### src/scr_defines.vh
// Constants for the serial control read engine: codes, bytes and bit counts.
// Assumes inclusion by bare name from scr_read_port.v and scr_sync.v.
// Function
// - Attention low while outgoing data waits.
// - Acknowledge valid read address in ninth clock.
// - Data changes on falling, sampled on rising.
// - Two-wire: release at D0 rise if empty.
// - Attention stays high until next rising edge.
// - Solicited mode: assert only after read request.
// - Unsolicited mode: assert whenever message queued.
// - Early unsolicited message keeps attention low.
// - Late message: high one clock, low at N.
// - Four-wire: release at D1, refall at D0.
// - Continued read after pulse gets one filler.
// - Responses never start with zero byte, except a two-wire repeated start after a NACKed pulse.
// - Stop after pulse loads message, no filler.
// - Data line driven low only, released high.
`ifndef SCR_DEFINES_VH
`define SCR_DEFINES_VH
// Address byte that opens a read
`define SCR_ADDR_READ 8'h01
// Filler and idle bytes
`define SCR_FILLER 8'h00
`define SCR_IDLE_BYTE 8'hff
// Rising edge numbers within a byte
`define SCR_NM1_I2C 4'h8
`define SCR_NM1_SPI 4'h7
`define SCR_BYTE_END 4'h8
`define SCR_CNT_RST 4'h0
`define SCR_CNT_ONE 4'h1
// Synchroniser reset image {spi_mode, cs_n, sda, clk}: two-wire, lines idle high
`define SCR_SYNC_RST 4'h7
`define SCR_SYNC_W 4
`endif

### src/scr_sync.v
// Two-flop synchroniser for a small group of pin levels.
// Assumes CLK is the block clock; outputs are only read downstream.
`timescale 1ns/1ps
`include "scr_defines.vh"
module scr_sync (
	// Clock, reset, enable
	input wire clk,
	input wire srst,
	input wire ce,
	// Pin levels in, clean levels out
	input wire [`SCR_SYNC_W-1:0] pin_i,
	output reg [`SCR_SYNC_W-1:0] sync_o
);
	reg [`SCR_SYNC_W-1:0] meta_q;

	// First stage feeds only the second stage
	always @(posedge clk) begin
		if (srst) begin
			meta_q <= `SCR_SYNC_RST;
			sync_o <= `SCR_SYNC_RST;
		end else if (ce) begin
			meta_q <= pin_i;
			sync_o <= meta_q;
		end
	end
endmodule // scr_sync

### src/scr_read_port.v
// Read side of the serial control port: two-wire and four-wire response
// shifting with host attention handling and filler insertion.
// Assumes the message source holds MSG_VALID/MSG_DATA until MSG_TAKE and keeps
// MSG_VALID high for every remaining byte of a queued message.
`timescale 1ns/1ps
`include "scr_defines.vh"
module scr_read_port (
	// Clock, reset, enable
	input wire CLK,
	input wire SRST,
	input wire CE,
	// Link pins from the host
	input wire SPI_MODE,
	input wire SERIAL_CONTROL_CLOCK,
	input wire SERIAL_CHIP_SELECT_N,
	input wire SERIAL_DATA_IO_I,
	// Link pins to the host
	output reg SERIAL_DATA_IO_O,
	output reg SERIAL_DATA_IO_OE,
	output reg CONTROL_DATA_OUT,
	output reg HOST_ATTENTION_N,
	// Message source
	input wire MSG_VALID,
	input wire [7:0] MSG_DATA,
	output reg MSG_TAKE,
	// Messaging mode and host read requests
	input wire UNSOL_EN,
	input wire READ_REQ
);
	// One-hot states
	localparam [4:0] ST_IDLE = 5'h01;
	localparam [4:0] ST_ADDR = 5'h02;
	localparam [4:0] ST_AACK = 5'h04;
	localparam [4:0] ST_TX = 5'h08;
	localparam [4:0] ST_HACK = 5'h10;

	wire [`SCR_SYNC_W-1:0] pins_s;
	wire spi_s;
	wire cs_n_s;
	wire sda_s;
	wire clk_s;
	reg clk_prev_q;
	reg sda_prev_q;
	reg cs_prev_q;
	reg [4:0] state_q;
	reg [4:0] state_d;
	reg [3:0] cnt_q;
	reg [3:0] cnt_d;
	reg [7:0] rx_q;
	reg [7:0] rx_d;
	reg [7:0] tx_q;
	reg [7:0] tx_d;
	reg out_bit_q;
	reg out_bit_d;
	reg drive_q;
	reg drive_d;
	reg hack_q;
	reg hack_d;
	reg have_byte_q;
	reg have_byte_d;
	reg hold_q;
	reg hold_d;
	reg att_q;
	reg att_d;
	reg armed_q;
	reg armed_d;
	reg filler_q;
	reg filler_d;
	reg take_d;
	reg load;
	reg [7:0] load_byte;
	wire rise;
	wire fall;
	wire start_ev;
	wire stop_ev;
	wire frame_on;
	wire frame_off;
	wire pending;
	wire [3:0] nm1;
	wire [3:0] cnt_inc;

	// All link pins cross through two flops before use
	scr_sync u_sync (
		.clk(CLK),
		.srst(SRST),
		.ce(CE),
		.pin_i({SPI_MODE, SERIAL_CHIP_SELECT_N, SERIAL_DATA_IO_I, SERIAL_CONTROL_CLOCK}),
		.sync_o(pins_s)
	);
	assign spi_s = pins_s[3];
	assign cs_n_s = pins_s[2];
	assign sda_s = pins_s[1];
	assign clk_s = pins_s[0];

	// Edges of the host clock and framing events
	assign rise = clk_s & ~clk_prev_q;
	assign fall = ~clk_s & clk_prev_q;
	assign start_ev = ~spi_s & clk_s & clk_prev_q & sda_prev_q & ~sda_s;
	assign stop_ev = ~spi_s & clk_s & clk_prev_q & ~sda_prev_q & sda_s;
	assign frame_on = start_ev | (spi_s & cs_prev_q & ~cs_n_s);
	assign frame_off = stop_ev | (spi_s & ~cs_prev_q & cs_n_s);
	assign cnt_inc = cnt_q + `SCR_CNT_ONE;
	// Release point: D0 rise on two-wire, D1 rise on four-wire
	assign nm1 = spi_s ? `SCR_NM1_SPI : `SCR_NM1_I2C;
	// Messages count only when the host may see them
	assign pending = MSG_VALID & (armed_q | UNSOL_EN);

	// Next byte for the shift register: filler first after a pulse
	always @* begin
		load_byte = `SCR_IDLE_BYTE;
		take_d = 1'b0;
		if (filler_q) begin
			load_byte = `SCR_FILLER;
		end else if (pending) begin
			load_byte = MSG_DATA;
			take_d = load;
		end
	end

	// Link state machine and shifting
	always @* begin
		state_d = state_q;
		cnt_d = cnt_q;
		rx_d = rx_q;
		tx_d = tx_q;
		out_bit_d = out_bit_q;
		drive_d = drive_q;
		hack_d = hack_q;
		load = 1'b0;
		if (frame_off) begin
			state_d = ST_IDLE;
			drive_d = 1'b0;
			out_bit_d = 1'b1;
		end else if (frame_on) begin
			state_d = ST_ADDR;
			cnt_d = `SCR_CNT_RST;
			drive_d = 1'b0;
		end else begin
			case (state_q)
				ST_IDLE: begin
					drive_d = 1'b0;
				end
				ST_ADDR: begin
					if (rise) begin
						rx_d = {rx_q[6:0], sda_s};
						cnt_d = cnt_inc;
					end else if (fall && cnt_q == `SCR_BYTE_END) begin
						if (rx_q != `SCR_ADDR_READ) begin
							state_d = ST_IDLE; // Writes and other addresses left unanswered
						end else if (spi_s) begin
							load = 1'b1;
							state_d = ST_TX;
							cnt_d = `SCR_CNT_RST;
						end else begin
							drive_d = 1'b1;
							state_d = ST_AACK;
						end
					end
				end
				ST_AACK: begin
					if (fall) begin
						load = 1'b1;
						state_d = ST_TX;
						cnt_d = `SCR_CNT_RST;
					end
				end
				ST_TX: begin
					if (rise) begin
						cnt_d = cnt_inc;
					end else if (fall) begin
						if (cnt_q != `SCR_BYTE_END) begin
							out_bit_d = tx_q[7];
							tx_d = {tx_q[6:0], 1'b1};
						end else if (spi_s) begin
							load = 1'b1;
							cnt_d = `SCR_CNT_RST;
						end else begin
							drive_d = 1'b0;
							out_bit_d = 1'b1;
							state_d = ST_HACK;
						end
					end
				end
				ST_HACK: begin
					if (rise) begin
						hack_d = ~sda_s;
					end else if (fall) begin
						if (hack_q) begin
							load = 1'b1;
							state_d = ST_TX;
							cnt_d = `SCR_CNT_RST;
						end else begin
							state_d = ST_IDLE; // No acknowledge ends the read
						end
					end
				end
				default: begin
					state_d = ST_IDLE;
					drive_d = 1'b0;
				end
			endcase
		end
		if (load) begin
			out_bit_d = load_byte[7];
			tx_d = {load_byte[6:0], 1'b1};
			drive_d = ~spi_s;
		end
	end

	// Attention, hold-high window, arming and filler tracking
	always @* begin
		have_byte_d = have_byte_q;
		hold_d = hold_q;
		armed_d = armed_q;
		filler_d = filler_q;
		att_d = att_q;
		if (load) begin
			have_byte_d = filler_q | pending;
			filler_d = 1'b0;
		end
		if (frame_off) begin
			filler_d = 1'b0;
		end
		if (rise && hold_q) begin
			hold_d = 1'b0;
			if (pending && state_q == (spi_s ? ST_TX : ST_HACK)) begin
				filler_d = 1'b1;
			end
		end else if (rise && state_q == ST_TX && cnt_inc == nm1) begin
			have_byte_d = 1'b0;
			if (!pending) begin
				hold_d = 1'b1;
			end
		end
		// Low while a byte is owed or a message waits, unless in the high window
		if (hold_d) begin
			att_d = 1'b0;
		end else begin
			att_d = have_byte_d | pending;
		end
		// Solicited mode disarms when the line rises; a new request wins
		if (att_q && !att_d) begin
			armed_d = 1'b0;
		end
		if (READ_REQ) begin
			armed_d = 1'b1;
		end
	end

	// State registers; the data line only ever pulls low
	always @(posedge CLK) begin
		if (SRST) begin
			clk_prev_q <= 1'b1;
			sda_prev_q <= 1'b1;
			cs_prev_q <= 1'b1;
			state_q <= ST_IDLE;
			cnt_q <= `SCR_CNT_RST;
			rx_q <= `SCR_FILLER;
			tx_q <= `SCR_IDLE_BYTE;
			out_bit_q <= 1'b1;
			drive_q <= 1'b0;
			hack_q <= 1'b0;
			have_byte_q <= 1'b0;
			hold_q <= 1'b0;
			att_q <= 1'b0;
			armed_q <= 1'b0;
			filler_q <= 1'b0;
			MSG_TAKE <= 1'b0;
			SERIAL_DATA_IO_O <= 1'b0;
			SERIAL_DATA_IO_OE <= 1'b0;
			CONTROL_DATA_OUT <= 1'b1;
			HOST_ATTENTION_N <= 1'b1;
		end else if (CE) begin
			clk_prev_q <= clk_s;
			sda_prev_q <= sda_s;
			cs_prev_q <= cs_n_s;
			state_q <= state_d;
			cnt_q <= cnt_d;
			rx_q <= rx_d;
			tx_q <= tx_d;
			out_bit_q <= out_bit_d;
			drive_q <= drive_d;
			hack_q <= hack_d;
			have_byte_q <= have_byte_d;
			hold_q <= hold_d;
			att_q <= att_d;
			armed_q <= armed_d;
			filler_q <= filler_d;
			MSG_TAKE <= take_d;
			SERIAL_DATA_IO_O <= 1'b0;
			// Ack pulls low; data ones release the line to the pull-up
			SERIAL_DATA_IO_OE <= drive_d & (state_d == ST_AACK | ~out_bit_d);
			CONTROL_DATA_OUT <= out_bit_d;
			HOST_ATTENTION_N <= ~att_d;
		end
	end
endmodule // scr_read_port

### config.mk
export PLATFORM = sky130hd
export DESIGN_NAME = scr_read_port
export DESIGN_NICKNAME = d
export VERILOG_FILES = /design/src/scr_sync.v /design/src/scr_read_port.v
export VERILOG_INCLUDE_DIRS = /design/src
export SDC_FILE = /design/constraint.sdc
export NUM_CORES = 1
export LEC_CHECK = 0
export BUFFER_PORTS_ARGS = -buffer_cell sky130_fd_sc_hd__buf_2
export CORE_MARGIN = 5
export CORE_UTILIZATION = 37
export DETAILED_ROUTE_END_ITERATION = 8
export HOLD_SLACK_MARGIN = 0.03
export PLACE_DENSITY_LB_ADDON = 0.3
export SKIP_LAST_GASP = 1
export SYNTH_ARGS = -nofsm -noshare
export SYNTH_HDL_FRONTEND = slang
export SYNTH_SLANG_ARGS = --single-unit
### constraint.sdc
create_clock -name CLK -period 5.5 [get_ports CLK]
set_clock_uncertainty 0.15 [all_clocks]
set_input_delay 1.1 -clock CLK [delete_from_list [all_inputs] [get_ports CLK]]
set_output_delay 1.1 -clock CLK [all_outputs]
set_load 0.01 [all_outputs]
==> impl_results.md, run 1 <==
* Mean Syn Cell Area at 8.09 um2
* Clock buffer count from CTS at 5
* Final setup TNS at 0 ns
* Total number of placement rows at 31
* Max-slew violations at 0
* Run status: finished clean
* Routed vias/inst at 5.65
* First-pass GRT wire length at 11100 um
* Routed length per placed instance at 15.4 um
* Type of origin of the critical path: input pin
* DRC at 0
* Area growth syn-to-layout at 9.54%
* Endpoints failing hold at 0
* Crit share post-route at 53.7%
* Worst-path clk slew at 0.09 ns
* # Max-Cap Violations at 0
* Clk_lat worst skew at 0.31 ns
* H-tree Lvls at 2
* Synth area leader: dfxtp_1
* Core area at 7140 um2
* Worst path arrival time at 2.98 ns
* Static leakage at 1.16 nW
* Post-synth net total at 355
* Clock sink count at 46
* Full die area at 9030 um2
* Cell area after layout at 2930 um2
* Commonest non-fill, non-tap cells in the layout: dfxtp_1 (46), nand2_1 (35), nor2_1 (33), buf_2 (21), inv_1 (17)
* Synth Instances at 331
* R2R Setup Slk at 2.62 ns
* Worst Hold Class: register to register
* First-pass iteration count of the detailed router at 5
* Synth top area share at 34.4%
* Asr flop ratio synth at 0%
* Final wirelength at 6810 um
* Setup violations, final at 0
* Post-CTS Hold Buffers at 0
* Final min period at 2.96 ns
* Top fanout value on the critical path at 30
* Nets@finish at 365
* #FFs+latches synth at 46
* Congestion Overflow GR at 0
* Initial antenna violation count at 0
* Reg-to-reg startpoint: clk_prev_q
* Total track usage at 15.7%
* Most common cell after layout, fill and taps aside: dfxtp_1
* I/O pin cnt at 23
* DRT iter0 DRCs at 218
* Antenna Violating Nets Remaining at 0
* Port bufs at 21
* Via count at 2491
* Worst vdd ir at 0.116 mV
* Antenna cells at 0
* # resized after CTS at 0
* Power per Cell Area at 231 nW/um2
* Worst slew margin at 53.7%
* Seq/Total Area, Yosys at 34.4%
* Die Y at 95.1 um
* R2r worst-path depth at 8
* Hold Startpoint: tx_q[3]
* CP Class: input pin to register
* Pwr Total at 0.676 mW
* Fmax at 0.338 GHz
* Ys Warns at 0
* Starting Density at 37.5%
* Die Width at 95.1 um
* Hold WS at 0.331 ns
* R2r endpoint: MSG_TAKE
* CTS tree: done
* Setup crit end kind: register
* Ratio of cells with drive above 1 in the final layout at 13.7%
* Number of synthesized flops with an enable pin at 0
* Hold EP: tx_q[4]
* Synth Cell Area at 2680 um2
* Main synth FF type: dfxtp_1
* Gpl congestion at 0.919
* Critical Path RT at 5.53 ns
* Post-CTS Setup Bufs at 0
* Root buf cell: clkbuf_8
* Vias in the first global route at 2296
* Largest net degree at the start of global routing at 34
* Worst-Margin Slew at 0.678 ns
* Synth area leaders: dfxtp_1 (34%), mux2i_1 (6.0%), nand2_1 (4.9%)
* Layout Cells excl Fill at 441
* Area after DPL at 2810 um2
* Detail Placement HPWL at 4950 um
* Max Root-Sink Buffers at 2
* Synth unique cells at 66
* Hold path cells at 2
* RSZ-0062 raised after global routing: false
* # placed instances at 433
## final cells by class
cell class	count	area (um2)
Clock buffer	5	68.8
Timing Repair Buffer	23	120
Clock inverter	3	48.8
Fill cell	774	4210
Inverter	17	63.8
Multi-Input combinational cell	248	1590
Tap cell	99	124
Sequential cell	46	921
## critical path, stage by stage
cell	delay (ns)
buf_2	0.49
inv_1	0.40
or4b_2	0.76
a21oi_1	0.17
nor2_1	0.05
## worst max path at each step
stage	end	startpoint
2_1_floorplan	cnt_q[2]	CE
3_3_place_gp	hack_q	CE
3_5_place_dp	hack_q	CE
4_1_cts	hack_q	CE
5_1_grt	tx_q[6]	CE
6_report	hack_q	CE
## flip-flops by register name (all words and copies together), names as in the netlist
register / flops
state_q: 5
hack_q: 1
att_q: 1
MSG_TAKE: 1
armed_q: 1
u_sync.meta_q: 4
clk_prev_q: 1
sda_prev_q: 1
u_sync.sync_o: 4
tx_q: 7
out_bit_q: 1
hold_q: 1
rx_q: 8
drive_q: 1
SERIAL_DATA_IO_OE: 1
cnt_q: 4
cs_prev_q: 1
filler_q: 1
have_byte_q: 1
HOST_ATTENTION_N: 1
## cell families after synthesis
group	count (synthesis)	synth area share, %
and+or+nand+nor	138	27.0
other	1	0.140
AOI/OAI and AO/OA	82	21.6
muxes	16	5.98
xor gates and xnor gates	5	1.64
buffers and inverters	37	6.36
DFF	46	34.4
adders and majority gates	6	2.80
## stage by stage
stage          utilization [%]  worst slack, ns
5_1_grt                   41.1             2.44
6_report                  41.1             2.54
4_1_cts                   41.1             2.61
2_1_floorplan                -             2.98
3_5_place_dp              39.4             2.29
3_3_place_gp              39.4             2.31
## metal layers
metal  up-vias  GRT usage (%)  share of wire [%]
met3        14           3.08                5.7
met2        90           25.7                 48
met5         -              0                  0
met4         0           6.61                2.2
li1       1225              -                  -
met1      1162           20.2                 44
## synthesized netlist by cell type (all sizes together) (5+ instances only)
library cell	count
nand2	35
a31oi	8
ha	6
a211oi	6
a21o	5
nor3	12
buf	11
o21ai	13
clkbuf	9
dfxtp	46
o211ai	8
mux2i	16
nor2	36
or3	8
a21oi	13
nand3	13
inv	17
## power by group
group | internal (mW) | switching (mW) | total [mW]
sequential | 0.339 | 0.00755 | 0.347
combinational | 0.0233 | 0.0394 | 0.0626
clock | 0.139 | 0.128 | 0.266
Power figures use the tool's default switching activity.
==> inputs of run 2 (changes only) <==
Clock period 5.5 ns to 2.6 ns, I/O delays scaled along.
==> impl_results.md, run 2 (synthesis gave the netlist of run 1 again) <==
* Reg-to-reg startpoint: clk_prev_q (unchanged)
* Static leakage at 1.27 nW (was 1.16 nW)
* Die Width at 95.1 um (unchanged)
* DRC at 0 (unchanged)
* Final min period at 2.43 ns
* # placed instances at 454 (was 433)
* Run status: finished clean (unchanged)
* Critical Path RT at 2.69 ns (was 5.53 ns)
* Nets@finish at 389 (was 365)
* Die Y at 95.1 um (unchanged)
* Power per Cell Area at 430 nW/um2 (was 231 nW/um2)
* Total number of placement rows at 31 (unchanged)
* Total track usage at 16.5% (was 15.7%)
* Ratio of cells with drive above 1 in the final layout at 21.3% (was 13.7%)
* Worst slew margin at 58.7% (was 53.7%)
* Area after DPL at 2970 um2 (was 2810 um2)
* CP cell instances: inv_1, ha_2, and2b_2, nand3_2, o31a_1, a21o_1, buf_4, or3_1, a31oi_1 (was buf_2, inv_1, or4b_2, a21oi_1, nor2_1)
* R2R Setup Slk at 0.17 ns (was 2.62 ns)
* DRT iter0 DRCs at 244 (was 218)
* Final setup TNS at 0 ns (unchanged)
* Max-slew violations at 0 (unchanged)
* CP top delay family: compound AO/OA/AOI/OAI gates (was buffers and inverters)
* Most common cell after layout, fill and taps aside: dfxtp_1 (unchanged)
* RSZ-0062 raised after global routing: false (unchanged)
* I/O pin cnt at 23 (unchanged)
* Area growth syn-to-layout at 16.1% (was 9.54%)
* Vias in the first global route at 2488 (was 2296)
* Setup violations, final at 0 (unchanged)
* Antenna cells at 0 (unchanged)
* Port bufs at 21 (unchanged)
* Routed length per placed instance at 15.2 um (was 15.4 um)
* Cell area after layout at 3110 um2 (was 2930 um2)
* WP buf/inv at 2 (unchanged)
* Root buf cell: clkbuf_8 (unchanged)
* Worst-Margin Slew at 0.612 ns (was 0.678 ns)
* Congestion Overflow GR at 0 (unchanged)
* H-tree Lvls at 2 (unchanged)
* Clock sink count at 46 (unchanged)
* Worst Hold Class: input pin to register (was register to register)
* Via count at 2599 (was 2491)
* Routed vias/inst at 5.59 (was 5.65)
* Commonest non-fill, non-tap cells in the layout: dfxtp_1 (43), nand2_1 (35), nor2_1 (33), buf_4 (26), buf_2 (21) (was dfxtp_1 (46), nand2_1 (35), nor2_1 (33), buf_2 (21), inv_1 (17))
* Type of origin of the critical path: register (was input pin)
* Hold WS at 0.271 ns (was 0.331 ns)
* Gpl congestion at 0.974 (was 0.919)
* Largest net degree at the start of global routing at 26 (was 34)
* First-pass iteration count of the detailed router at 5 (unchanged)
* Largest register by flop count: rx_q (unchanged)
* Core area at 7140 um2 (unchanged)
* Top fanout value on the critical path at 13 (was 30)
* Clk_lat worst skew at 0.31 ns (about the same)
* Layout Cells excl Fill at 465 (was 441)
* Full die area at 9030 um2 (unchanged)
* First-pass GRT wire length at 11700 um (was 11100 um)
* Worst-path clk slew at 0.09 ns (about the same)
* Detail Placement HPWL at 5190 um (was 4950 um)
* Fill cells at 756 (was 774)
* Setup crit start: clk_prev_q (was CE)
* Max FFs per register at 8 (unchanged)
* CTS tree: done (unchanged)
* Endpoints failing hold at 0 (unchanged)
* # Max-Cap Violations at 0 (unchanged)
* Fmax at 0.412 GHz
* Slowest stage cell, crit path: dfxtp_2 (was or4b_2)
* CP Class: register to register (was input pin to register)
* Max Root-Sink Buffers at 2 (unchanged)
* Antenna Violating Nets Remaining at 0 (unchanged)
* Final wirelength at 7050 um (was 6810 um)
* Crit share post-route at 93.5%
* Crit-path max cell delay at 0.35 ns (was 0.76 ns)
* Worst vdd ir at 0.258 mV (was 0.116 mV)
* Starting Density at 37.5% (unchanged)
* Hold Startpoint: SERIAL_CHIP_SELECT_N (was tx_q[3])
* Setup crit end kind: register (unchanged)
* Initial antenna violation count at 0 (unchanged)
* Worst path arrival time at 2.52 ns (was 2.98 ns)
* Top Registers: rx_q: 8 flops, tx_q: 7 flops, state_q: 5 flops (unchanged)
* Clock buffer count from CTS at 5 (unchanged)
==> run 2: what timing repair did <==
action | in CTS | in global routing
hold buffers | 0 | 0
resized for setup | 0 | 9
setup endpoints to repair | 0 | 13
setup buffers | 0 | 3
==> run 2: report_power, final <==
part	internal, mW	total, mW	switching (mW)
clock	0.190	0.450	0.260
combinational	0.0628	0.155	0.0918
sequential	0.718	0.732	0.0137
==> run 2: area by class of cell <==
class | count | area (um2) | area share [%]
clock buffer | 6 | 72.6 | 2.34
clock inverter | 2 | 13.8 | 0.443
inverter | 17 | 63.8 | 2.05
multi-input combinational | 248 | 1610 | 51.8
sequential | 46 | 925 | 29.8
tap | 99 | 124 | 3.99
timing repair buffer | 47 | 300 | 9.67
==> run 2: final timing paths <==
check                           to  cells after the start
setup / recovery           tx_q[5]                      9
hold / removal    u_sync.meta_q[2]                      3
setup reg to reg           tx_q[5]                      9
hold reg to reg           MSG_TAKE                      2
==> run 2: worst register-to-register path, cell delays in order (launching register included) <==
cell and delay, ns:
dfxtp_2 0.35, inv_1 0.07, ha_2 0.21, and2b_2 0.25
nand3_2 0.10, o31a_1 0.29, a21o_1 0.25, buf_4 0.19
or3_1 0.35, a31oi_1 0.17
==> run 2: metrics by stage <==
step / utilization (%) / total power [mW] / worst slack, ns
6_report: 43.5 / 1.34 / 0.170
5_1_grt: 43.5 / 1.41 / 0.00530
4_1_cts: 42.8 / 1.35 / 0.0299
3_5_place_dp: 41.6 / 0.898 / 0.0648
3_3_place_gp: 41.6 / 0.897 / 0.161
2_1_floorplan: - / 0.838 / 0.208
==> run 2: layer usage <==
metal / global-route usage (%) / vias to the layer above / share of wire (%)
li1: - / 1277 / -
met1: 22.4 / 1208 / 46
met2: 26.2 / 94 / 45
met3: 2.76 / 20 / 6.5
met4: 6.01 / 0 / 2.2
met5: 0 / - / 0
==> inputs of run 3 (changes only) <==
Settings changed: SYNTH_HIERARCHICAL from default to 1.
==> impl_results.md, run 3 <==
* Run status: finished clean (unchanged)
* Ratio of cells with drive above 1 in the final layout at 16.6% (was 21.3%)
* DRT iter0 DRCs at 141 (was 244)
* Initial antenna violation count at 0 (unchanged)
* Synth area leaders: dfxtp_1 (33%), mux2i_1 (5.5%), nor2_1 (5.3%) (was dfxtp_1 (34%), mux2i_1 (6.0%), nand2_1 (4.9%))
* Worst slew margin at 42.5% (was 58.7%)
* Detail Placement HPWL at 5110 um (was 5190 um)
* Core area at 7250 um2 (was 7140 um2)
* Max FFs per register at 8 (unchanged)
* Synth unique cells at 67 (was 66)
* Congestion Overflow GR at 0 (unchanged)
* Synth Instances at 337 (was 331)
* Asr flop ratio synth at 0% (unchanged)
* Clock sink count at 46 (unchanged)
* Nets@finish at 385 (was 389)
* Worst vdd ir at 0.240 mV (was 0.258 mV)
* H-tree Lvls at 2 (unchanged)
* Routed length per placed instance at 15.2 um (about the same)
* Die Y at 96.3 um (was 95.1 um)
* Antenna Violating Nets Remaining at 0 (unchanged)
* # Max-Cap Violations at 0 (unchanged)
* Final setup TNS at 0 ns (unchanged)
* Vias in the first global route at 2366 (was 2488)
* Worst-Margin Slew at 0.854 ns (was 0.612 ns)
* CP Class: register to register (unchanged)
* R2r worst-path depth at 8 (was 9)
* P_sw at 0.353 mW (was 0.365 mW)
* Max-slew violations at 0 (unchanged)
* Final min period at 2.48 ns (was 2.43 ns)
* Synth Cell Area at 2750 um2 (was 2680 um2)
* WP buf/inv at 1 (was 2)
* Root buf cell: clkbuf_8 (unchanged)
* First-pass GRT wire length at 11700 um (about the same)
* Area after DPL at 2990 um2 (was 2970 um2)
* Starting Density at 38.0% (was 37.5%)
* Main synth FF type: dfxtp_1 (unchanged)
* Endpoints failing hold at 0 (unchanged)
* Sw frac at 26.7% (was 27.3%)
* Port bufs at 21 (unchanged)
* Most common cell after layout, fill and taps aside: dfxtp_1 (unchanged)
* Power per Cell Area at 429 nW/um2 (was 430 nW/um2)
* Type of origin of the critical path: register (unchanged)
* Critical Path RT at 2.69 ns (about the same)
* CP top delay family: simple AND/OR/NAND/NOR gates (was compound AO/OA/AOI/OAI gates)
* WP depth at 8 (was 9)
* Gpl congestion at 0.988 (was 0.974)
* Synth cell count leaders: dfxtp_1 (46), nor2_1 (39), nand2_1 (27), mux2i_1 (15), o21ai_0 (14) (was dfxtp_1 (46), nand2_1 (35), nor2_1 (33), inv_1 (17), mux2i_1 (16))
* Total track usage at 16.1% (was 16.5%)
* Antenna cells at 0 (unchanged)
* Top Registers: rx_q: 8 flops, tx_q: 7 flops, state_q: 5 flops (unchanged)
* Most numerous cell in the Yosys netlist: dfxtp_1 (unchanged)
* Synth top area share at 33.5% (was 34.4%)
* Post-route setup slack at 0.125 ns (was 0.170 ns)
* Clock buffer count from CTS at 5 (unchanged)
* Fmax at 0.404 GHz (was 0.412 GHz)
* Largest net degree at the start of global routing at 26 (unchanged)
* #FFs+latches synth at 46 (unchanged)
* Cell area after layout at 3080 um2 (was 3110 um2)
* Die Width at 96.3 um (was 95.1 um)
* CP cell instances: inv_1, ha_1, nor2b_2, nand3_1, a21oi_1, o21ai_2, or4_1, a21oi_1 (was inv_1, ha_2, and2b_2, nand3_2, o31a_1, a21o_1, buf_4, or3_1, a31oi_1)
* DRC at 0 (unchanged)
* CTS tree: done (unchanged)
* Seq pwr share at 55.6% (was 54.8%)
* RSZ-0062 raised after global routing: true (was false)
* Combinational power share at 11.8% (was 11.6%)
* Seq/Total Area, Yosys at 33.5% (was 34.4%)
* I/O pin cnt at 23 (unchanged)
* Number of synthesized flops with an enable pin at 0 (unchanged)
* Commonest non-fill, non-tap cells in the layout: dfxtp_1 (46), nor2_1 (39), nand2_1 (27), buf_2 (21), buf_4 (17) (was dfxtp_1 (43), nand2_1 (35), nor2_1 (33), buf_4 (26), buf_2 (21))
* Worst Hold Class: input pin to register (unchanged)
* Post-synth net total at 361 (was 355)
* Static leakage at 1.28 nW (was 1.27 nW)
* Final wirelength at 6990 um (was 7050 um)
* Internal Power at 0.968 mW (was 0.971 mW)
* Top fanout value on the critical path at 15 (was 13)
* Worst path arrival time at 2.56 ns (was 2.52 ns)
* Ys Warns at 6 (was 0)
* Crit-path most repeated cell: a21oi_1
* Setup violations, final at 0 (unchanged)
* Full die area at 9260 um2 (was 9030 um2)
* Clock network power share at 32.6% (was 33.7%)
* Crit share post-route at 95.2% (was 93.5%)
* Worst-path clk slew at 0.09 ns (about the same)
* Slowest stage cell, crit path: or4_1 (was dfxtp_2)
* Routed vias/inst at 5.63 (was 5.59)
* Mean Syn Cell Area at 8.17 um2 (was 8.09 um2)
* Max Root-Sink Buffers at 2 (unchanged)
* Pre-CTS setup slack at 0.120 ns (was 0.0648 ns)
* Crit-path max cell delay at 0.52 ns (was 0.35 ns)
* Total number of placement rows at 31 (unchanged)
* First-pass iteration count of the detailed router at 5 (unchanged)
* Via count at 2591 (was 2599)
* Largest register by flop count: rx_q (unchanged)
* Clk_lat worst skew at 0.30 ns (was 0.31 ns)
* Hold path cells at 2 (was 3)
* Setup crit end kind: register (unchanged)
* Post-CTS Hold Buffers at 0 (unchanged)
* Synth area leader: dfxtp_1 (unchanged)
* Area growth syn-to-layout at 11.9% (was 16.1%)
[run 3: what timing repair did]
action,in CTS,in global routing
setup buffers,0,0
setup endpoints to repair,0,9
gates resized for setup,0,2
[run 3: area by class of cell]
class / count / area, um2
sequential: 46 / 921
clock buffer: 6 / 72.6
timing repair buffer: 38 / 233
fill: 780 / 4170
inverter: 13 / 48.8
clock inverter: 1 / 7.51
multi-input combinational: 257 / 1670
tap: 99 / 124
[run 3: power groups by stage]
stage               registers, mW  logic (mW)  clock network [mW]
floorplan                   0.747       0.109                   0
global placement            0.750       0.154                   0
detailed placement          0.751       0.154                   0
CTS                         0.735       0.155               0.446
global route                0.737       0.175               0.473
finish                      0.734       0.156               0.431
[run 3: final timing paths]
check	from	endpoint	slack (ns)
max	clk_prev_q	MSG_TAKE	0.12
min	SERIAL_CONTROL_CLOCK	u_sync/meta_q[0]	0.27
max reg2reg	clk_prev_q	MSG_TAKE	0.12
min reg2reg	u_sync/meta_q[1]	u_sync/sync_o[1]	0.31
[run 3: cells by family after synthesis]
family / after synthesis / share of synthesized area, %
flip-flops: 46 / 33.5
multiplexers: 15 / 5.45
XOR/XNOR: 7 / 2.23
other: 1 / 0.136
AO/OA/AOI/OAI: 89 / 23.3
buffers and inverters: 34 / 6.00
adder cells (fa/ha/maj): 6 / 2.73
AND/OR/NAND/NOR: 139 / 26.7
[run 3: per-stage QoR]
step	utilization, %	power [mW]	hold slack, ns	instances
2_1_floorplan	-	0.856	0.279	337
3_3_place_gp	41.3	0.904	0.291	453
3_5_place_dp	41.3	0.905	0.296	453
4_1_cts	42.4	1.33	0.261	460
5_1_grt	42.5	1.39	0.290	460
6_report	42.5	1.32	0.269	460
[run 3: layer usage]
layer  global-route usage, %  wire (um)  up-vias
li1                        -          -     1272
met1                    22.6       3360     1218
met2                    24.7       3140       86
met3                    2.81        352       15
met4                    5.45        134        0
met5                       0          0        -
